**src/design/pmic_regs_pkg.sv**
```systemverilog
// Purpose: shared constants and carriers for the power-management register bank
// Assumes: 8-bit subaddress and data from the serial-bus engine
// Notes:   key xor value is arbitrary and neutral
package pmic_regs_pkg;

    // ==========================================================
    // subaddresses
    localparam logic [7:0] ADDR_CONTROL   = 8'h06;
    localparam logic [7:0] ADDR_FLAGS     = 8'h07;
    localparam logic [7:0] ADDR_KEY       = 8'h10;
    localparam logic [7:0] ADDR_CONV_EN   = 8'h11;

    // ==========================================================
    // reset values and field layout
    localparam logic [7:0] CONTROL_RESET  = 8'h00;
    localparam logic [7:0] FLAGS_RESET    = 8'h00;
    localparam logic [7:0] CONV_EN_RESET  = 8'h00;
    localparam logic [7:0] KEY_READ_VALUE = 8'h00;
    localparam logic [7:0] CONTROL_MASK   = 8'h03;
    localparam logic [7:0] CONV_EN_MASK   = 8'h3F;
    localparam int         CTRL_CC_ACQ    = 0;
    localparam int         CTRL_PF_SHDN   = 1;
    localparam int         EN_BUCK5       = 4;
    localparam int         EN_BUCK6       = 5;
    localparam logic [5:0] SEQ_RAIL_MASK  = 6'h1F;
    // arbitrary value: unlock key is subaddress xor this
    localparam logic [7:0] KEY_XOR        = 8'h5A;

    // ==========================================================
    // carriers
    typedef struct packed {
        logic       wr;
        logic       rd;
        logic [7:0] addr;
        logic [7:0] wdata;
    } reg_req_t;

    typedef struct packed {
        logic [5:0] set;
        logic [5:0] clr;
    } seq_upd_t;

    typedef struct packed {
        logic       from_suspend;
        logic       from_off;
        logic [7:0] rails_on;
    } wake_evt_t;

endpackage

```
**src/design/pmic_control_flag_enable_regs.sv**
```systemverilog
// Purpose: control, suspend flag, key and converter enable registers
// Assumes: register requests come from the serial-bus engine on mclk
// Notes:   seal status and power-fail pins are asynchronous and synchronised here
//
// Operation
// - power-fail shutdown enabled and power-fail low: all rails off, OFF state.
// - shutdown disabled: power-fail output changes nothing.
// - writing 1 to acquisition start pulses one measurement; bit self-clears.
// - suspend flag register read-only at 0x07, resets to zero.
// - flag reads 1 after wake from suspend with that rail on.
// - flag reads 0 after wake from off or with rail off.
// - key register at 0x10 accepts writes used for unlocking.
// - reading key register always returns 0x00.
// - converter enable at 0x11, resets 0x00, writes need unlock.
// - enable bits 5..0 switch buck6..buck1 on when 1.
// - sequencer updates enables of rails 1 to 5 itself.
// - buck6 may be disabled only while seal status is 0; a power-fail trip still clears it while the seal is broken.
// - buck5 may be disabled only while seal status is 0; the sequencer and a power-fail trip still clear it while the seal is broken.
// - seal status 0 when fresh, 1 once broken.
`timescale 1ns/1ns
module pmic_control_flag_enable_regs
    import pmic_regs_pkg::*;
(
    input  wire logic      mclk,
    input  wire logic      rst_n,
    input  wire logic      ce,
    input  wire reg_req_t  req,
    input  wire seq_upd_t  seq_upd,
    input  wire wake_evt_t wake_evt,
    input  wire logic      power_fail_out_n,
    input  wire logic      seal_broken_pin,
    output logic [7:0]     rd_data_q,
    output logic           rd_valid_q,
    output logic [5:0]     rail_en_q,
    output logic           shutdown_req_q,
    output logic           coin_cell_acq_start_q,
    output logic           freshness_seal_status_q
);

    // ==========================================================
    // pin synchronisers
    logic [1:0] pfo_sync_q;
    logic [1:0] seal_sync_q;

    always_ff @(posedge mclk or negedge rst_n) begin
        if (!rst_n) begin
            pfo_sync_q  <= 2'h3;
            seal_sync_q <= 2'h0;
        end else if (ce) begin
            pfo_sync_q  <= {pfo_sync_q[0], power_fail_out_n};
            seal_sync_q <= {seal_sync_q[0], seal_broken_pin};
        end
    end

    logic pfo_low;
    assign pfo_low = !pfo_sync_q[1];

    // seal status as seen by software
    always_ff @(posedge mclk or negedge rst_n) begin
        if (!rst_n) begin
            freshness_seal_status_q <= 1'b0;
        end else if (ce) begin
            freshness_seal_status_q <= seal_sync_q[1];
        end
    end

    // ==========================================================
    // write decode and unlock
    logic wr_ctrl;
    logic wr_key;
    logic wr_en_reg;
    logic unlock_q;
    logic key_match;

    assign wr_ctrl   = req.wr && (req.addr == ADDR_CONTROL);
    assign wr_key    = req.wr && (req.addr == ADDR_KEY);
    // one write after a matching key, any other write consumes it
    assign wr_en_reg = req.wr && (req.addr == ADDR_CONV_EN) && unlock_q;

    // arms only on the exact key; a wrong key disarms as well
    assign key_match = wr_key && (req.wdata == (ADDR_CONV_EN ^ KEY_XOR));

    always_ff @(posedge mclk or negedge rst_n) begin
        if (!rst_n) begin
            unlock_q <= 1'b0;
        end else if (ce && req.wr) begin
            unlock_q <= key_match;
        end
    end

    // ==========================================================
    // control register
    logic pf_shdn_en_q;

    always_ff @(posedge mclk or negedge rst_n) begin
        if (!rst_n) begin
            pf_shdn_en_q <= CONTROL_RESET[CTRL_PF_SHDN];
        end else if (ce && wr_ctrl) begin
            pf_shdn_en_q <= req.wdata[CTRL_PF_SHDN];
        end
    end

    // start pulse lasts one cycle; the read view ties the bit to 0
    always_ff @(posedge mclk or negedge rst_n) begin
        if (!rst_n) begin
            coin_cell_acq_start_q <= 1'b0;
        end else if (ce) begin
            coin_cell_acq_start_q <= wr_ctrl && req.wdata[CTRL_CC_ACQ];
        end
    end

    // latched until reset; the OFF state ends this block's life
    logic pf_trip;
    assign pf_trip = pf_shdn_en_q && pfo_low;

    always_ff @(posedge mclk or negedge rst_n) begin
        if (!rst_n) begin
            shutdown_req_q <= 1'b0;
        end else if (ce && pf_trip) begin
            shutdown_req_q <= 1'b1;
        end
    end

    // ==========================================================
    // converter enables
    logic [5:0] host_en;
    logic [5:0] en_d;
    logic [5:0] seq_set;
    logic [5:0] seq_clr;
    logic [5:0] seal_hold;

    // only rails 1 to 5 follow the sequencer; buck6 stays under host control
    assign seq_set = seq_upd.set & SEQ_RAIL_MASK;
    assign seq_clr = seq_upd.clr & SEQ_RAIL_MASK;

    // backup rails cannot be cleared by the host once the seal is broken
    always_comb begin
        seal_hold = 6'h00;
        if (freshness_seal_status_q) begin
            seal_hold[EN_BUCK6] = rail_en_q[EN_BUCK6];
            seal_hold[EN_BUCK5] = rail_en_q[EN_BUCK5];
        end
    end

    always_comb begin
        host_en = (req.wdata[5:0] & CONV_EN_MASK[5:0]) | seal_hold;
        en_d    = wr_en_reg ? host_en : rail_en_q;
        // sequencer wins over a host write in the same cycle; set wins over clear
        en_d    = (en_d & ~seq_clr) | seq_set;
        // power-fail trip overrides sequencer and host alike
        if (pf_trip) begin
            en_d = 6'h00;
        end
    end

    always_ff @(posedge mclk or negedge rst_n) begin
        if (!rst_n) begin
            rail_en_q <= CONV_EN_RESET[5:0];
        end else if (ce) begin
            rail_en_q <= en_d;
        end
    end

    // ==========================================================
    // suspend wake flags
    logic [7:0] flags_q;
    logic       wake_clear;
    logic       wake_load;

    // a wake from OFF outranks a wake from SUSPEND in the same cycle
    assign wake_clear = wake_evt.from_off;
    assign wake_load  = wake_evt.from_suspend && !wake_evt.from_off;

    always_ff @(posedge mclk or negedge rst_n) begin
        if (!rst_n) begin
            flags_q <= FLAGS_RESET;
        end else if (ce) begin
            if (wake_clear) begin
                flags_q <= 8'h00;
            end else if (wake_load) begin
                flags_q <= wake_evt.rails_on;
            end
        end
    end

    // ==========================================================
    // read path, one cycle latency
    logic [7:0] rd_mux;
    logic [7:0] ctrl_view;
    logic [7:0] conv_view;

    // reserved bits forced low so a wider store can never leak into a read
    assign ctrl_view = {6'h00, pf_shdn_en_q, 1'b0} & CONTROL_MASK;
    assign conv_view = {2'h0, rail_en_q} & CONV_EN_MASK;

    always_comb begin
        case (req.addr)
            ADDR_CONTROL: rd_mux = ctrl_view;
            ADDR_FLAGS:   rd_mux = flags_q;
            ADDR_KEY:     rd_mux = KEY_READ_VALUE;
            ADDR_CONV_EN: rd_mux = conv_view;
            default:      rd_mux = 8'h00;
        endcase
    end

    always_ff @(posedge mclk or negedge rst_n) begin
        if (!rst_n) begin
            rd_data_q  <= 8'h00;
            rd_valid_q <= 1'b0;
        end else if (ce) begin
            rd_valid_q <= req.rd;
            if (req.rd) begin
                rd_data_q <= rd_mux;
            end
        end
    end

endmodule

```
**config.mk**
```make
export PLATFORM = sky130hd
export DESIGN_NAME = pmic_control_flag_enable_regs
export DESIGN_NICKNAME = d
export VERILOG_FILES = /design/src/design/pmic_regs_pkg.sv /design/src/design/pmic_control_flag_enable_regs.sv
export SDC_FILE = /design/constraint.sdc
export NUM_CORES = 1
export LEC_CHECK = 0
export BUFFER_PORTS_ARGS = -buffer_cell sky130_fd_sc_hd__buf_2
export CAP_MARGIN = 0
export CORE_MARGIN = 2
export CORE_UTILIZATION = 42
export DETAILED_ROUTE_END_ITERATION = 12
export GPL_TIMING_DRIVEN = 0
export PLACE_DENSITY_LB_ADDON = 0.08
export SYNTH_ARGS = -nofsm -noshare
export SYNTH_HDL_FRONTEND = slang
export SYNTH_SLANG_ARGS = --single-unit
```
**constraint.sdc**
```tcl
create_clock -name mclk -period 1.5 [get_ports mclk]
set_input_delay 0.075 -clock mclk [delete_from_list [all_inputs] [get_ports mclk]]
set_output_delay 0.075 -clock mclk [all_outputs]
set_load 0.02 [all_outputs]
```
==> flow_summary.ini <==
[worst_setup_path]
cp_slowest_cell = dfstp_2
criticalPathCategory = register to register
cp.arrival_ns = 1.64
slowest_delay_ns = 0.38
crit_path_cell_trace = nand2b_2 > and4b_1 > o31a_1 > or3_1
worst-path-max-fanout = 10
critPathLaunchType = register
worstPathRequired_ns = 1.72
endpoint_kind = register

[outcome]
status = finished, final reports clean

[flow_run]
cap_viol_max_count = 0

[yosys]
async_reset_ff_frac = 1.000
synth_ff_type = dfrtp_1
syn_nets = 175
yosysSeqAreaShare = 0.5455
synth_cell_type_count = 37
synth_edf_count = 0
synth_area_per_cell_sq_um = 11.33
ys_ff_latch = 32
synth_cells = 130
netlist_area_sq_mm = 0.001473
yosysWarnings = 0

[floorplanning]
io_pins = 63
die_area_sq_mm = 0.003996
start_util = 0.4379
core_sq_mm = 0.003363
rows = 21
die_w_um = 63.22
die_h_um = 63.22

[sta]
drv_slew = 0
finalHoldViolCount = 0
worst_slew_pin_slew_ns = 0.7008
tns_ns = 0
relSlewSlack = 0.5328
fin_skew_ns = 0.006524
final.period_utilization = 0.9452
setup_viol = 0
period_minus_slack_ns = 1.418
max_freq_ghz = 0.7053

[cts]
cts.path.max_buffers = 2
clock_latency_ns = 0.34
cts_root_buf = clkbuf_4
cts_num_sinks = 32
htreeDepth = 2
numCtsBuffers = 5
cts_tree = built
clkTransAtPathRegs_ns = 0.10

[placed_design]
dp.cells = 236
dp_hpwl_um = 2713
io_buffers = 60
gp_routability_congestion = 0.7785

[pwr]
ir_worst_vdd_mv = 0.5727
p_leak_nw = 1.045
cellPowerDensity_mw_per_mm2 = 877.0

[detailed_routing]
drtIter0Drc = 65
drtPass1Iterations = 4
drc = 0
viasPerCell = 5.262
vias = 1368
avgRoutedWirePerCell_um = 14.47
wl_um = 3761
drtAntennaViolNets = 0

[global_routing]
grt_max_degree = 33
antenna_found_initial = 0
track_usage = 0.2119
grt_overflow_total = 0
grt_pass1_vias = 1369
grt_first_pass_wirelength_um = 6513

[finish]
fin_cells = 260
layout-area-overhead-vs-synth_pct = 40.02
fillCellCount = 333
final_util = 0.6131
insertedDiodeCount = 0
multi_input_comb_area_sq_um = 650.6
nNetsFinal = 258
seqCellArea_sq_um = 803.3
layout-drive-gt1-share = 0.3738

[min_path]
hp-class = input port to register
-- state kept, by name (all words and copies together), names as in the netlist --
signal and flops:
unlock_q 1, flags_q 8, shutdown_req_q 1, rd_data_q 8
pf_shdn_en_q 1, seal_sync_q 2, rail_en_q 6, freshness_seal_status_q 1
pfo_sync_q 2, coin_cell_acq_start_q 1, rd_valid_q 1
-- metal layers --
layer | global-route usage | part of all wire | wire (um)
met5 | 0 | 0 | 0
met4 | 0.08152 | 0.021 | 78
met2 | 0.3391 | 0.46 | 1747
met3 | 0.06071 | 0.062 | 232
met1 | 0.2727 | 0.45 | 1703
-- through the flow --
| stage | cell area [sq um] | hold slack, ns | worst slack (ns) | total power [mW] |
|---|---|---|---|---|
| after floorplan | 1473 | -0.2206 | 0.1024 | 1.124 |
| after global placement | 1831 | 0.1605 | -0.1896 | 1.261 |
| after detailed placement | 1831 | 0.1634 | -0.2054 | 1.272 |
| after CTS | 2048 | 0.01911 | 0.02742 | 1.815 |
| after global routing | 2062 | 0.05945 | -0.001179 | 1.902 |
| final | 2062 | 0.01185 | 0.08215 | 1.808 |
-- where the power goes --
group	total (mW)	switching, mW	internal, mW
combinational	0.315	0.160	0.155
sequential	0.970	0.0432	0.927
clock	0.523	0.292	0.231
-- critical path: cells and delay by family (launching register included) --
family | cells | cell delay (ns)
and+or+nand+nor | 3 | 0.83
AOI/OAI and AO/OA | 1 | 0.09
DFF | 1 | 0.38
-- final cells by class --
type                       count  share of cell area
sequential                    32              0.3896
multi-input combinational     91              0.3155
timing repair buffer          77              0.2269
clock buffer                   8             0.02852
tap                           46             0.02791
buffer                         3            0.006068
inverter                       3            0.005461
-- synth_stat cells, types with 2 or more instances --
library cell	number	share of area
and2_1	2	0.0085
nand4_1	2	0.0085
nor3b_1	2	0.010
nand2b_1	2	0.0085
mux2_2	6	0.046
a21o_1	4	0.020
nor3_1	2	0.0068
a22o_1	9	0.054
a221o_1	2	0.014
nor2_1	5	0.013
mux2i_1	5	0.034
clkbuf_1	2	0.0051
o21ai_0	5	0.017
nand4b_1	2	0.012
nand2_1	15	0.038
a21oi_1	5	0.017
dfrtp_1	30	0.51
o221ai_1	2	0.012
inv_1	3	0.0076
dfstp_2	2	0.036
and3_1	4	0.017
o31ai_1	4	0.020
-- cells in the final DEF (no fill, tap or decap), drive strengths merged, types with 2 or more instances in the layout --
master        n
inv           3
a22o          9
nand2        15
nand4b        2
o31ai         4
nor3          2
o21ai         6
nand3         2
dlygate4sd3  16
and3          4
dfrtp        30
nand2b        2
a221o         2
nor3b         2
nor2          5
a21o          4
clkbuf        9
nand4         2
dfstp         2
and2          2
mux2          6
a21oi         5
buf          63
mux2i         5
o221ai        2
-- logic make-up (layout without fill, tap and decap cells) --
family	Yosys count	after routing	share of synthesized area
AND/OR/NAND/NOR	43	43	0.1708
AO/OA/AOI/OAI	37	37	0.1852
flip-flops	32	32	0.5455
multiplexers	11	11	0.07986
buffers and inverters	7	91	0.01869
-- final timing paths --
path | startpoint | to | slack, ns | depth (start not counted)
max | pfo_sync_q[1] | rail_en_q[4] | 0.08 | 4
min | wake_evt[8] | flags_q[7] | 0.01 | 3
max reg2reg | pfo_sync_q[1] | rail_en_q[4] | 0.08 | 4
min reg2reg | shutdown_req_q | shutdown_req_q | 0.48 | 1
max in group asynchronous | rst_n | shutdown_req_q | 0.74 | 2
min in group asynchronous | rst_n | rd_valid_q | 0.30 | 2
-- repair_timing --
action	CTS	global route
hold buffers	16	0
setup buffers	0	1
endpoints found under the setup margin	5	3
resized for setup	1	1
hold endpoints to repair	45	0
Note: power is estimated with default switching activity, not from simulation.
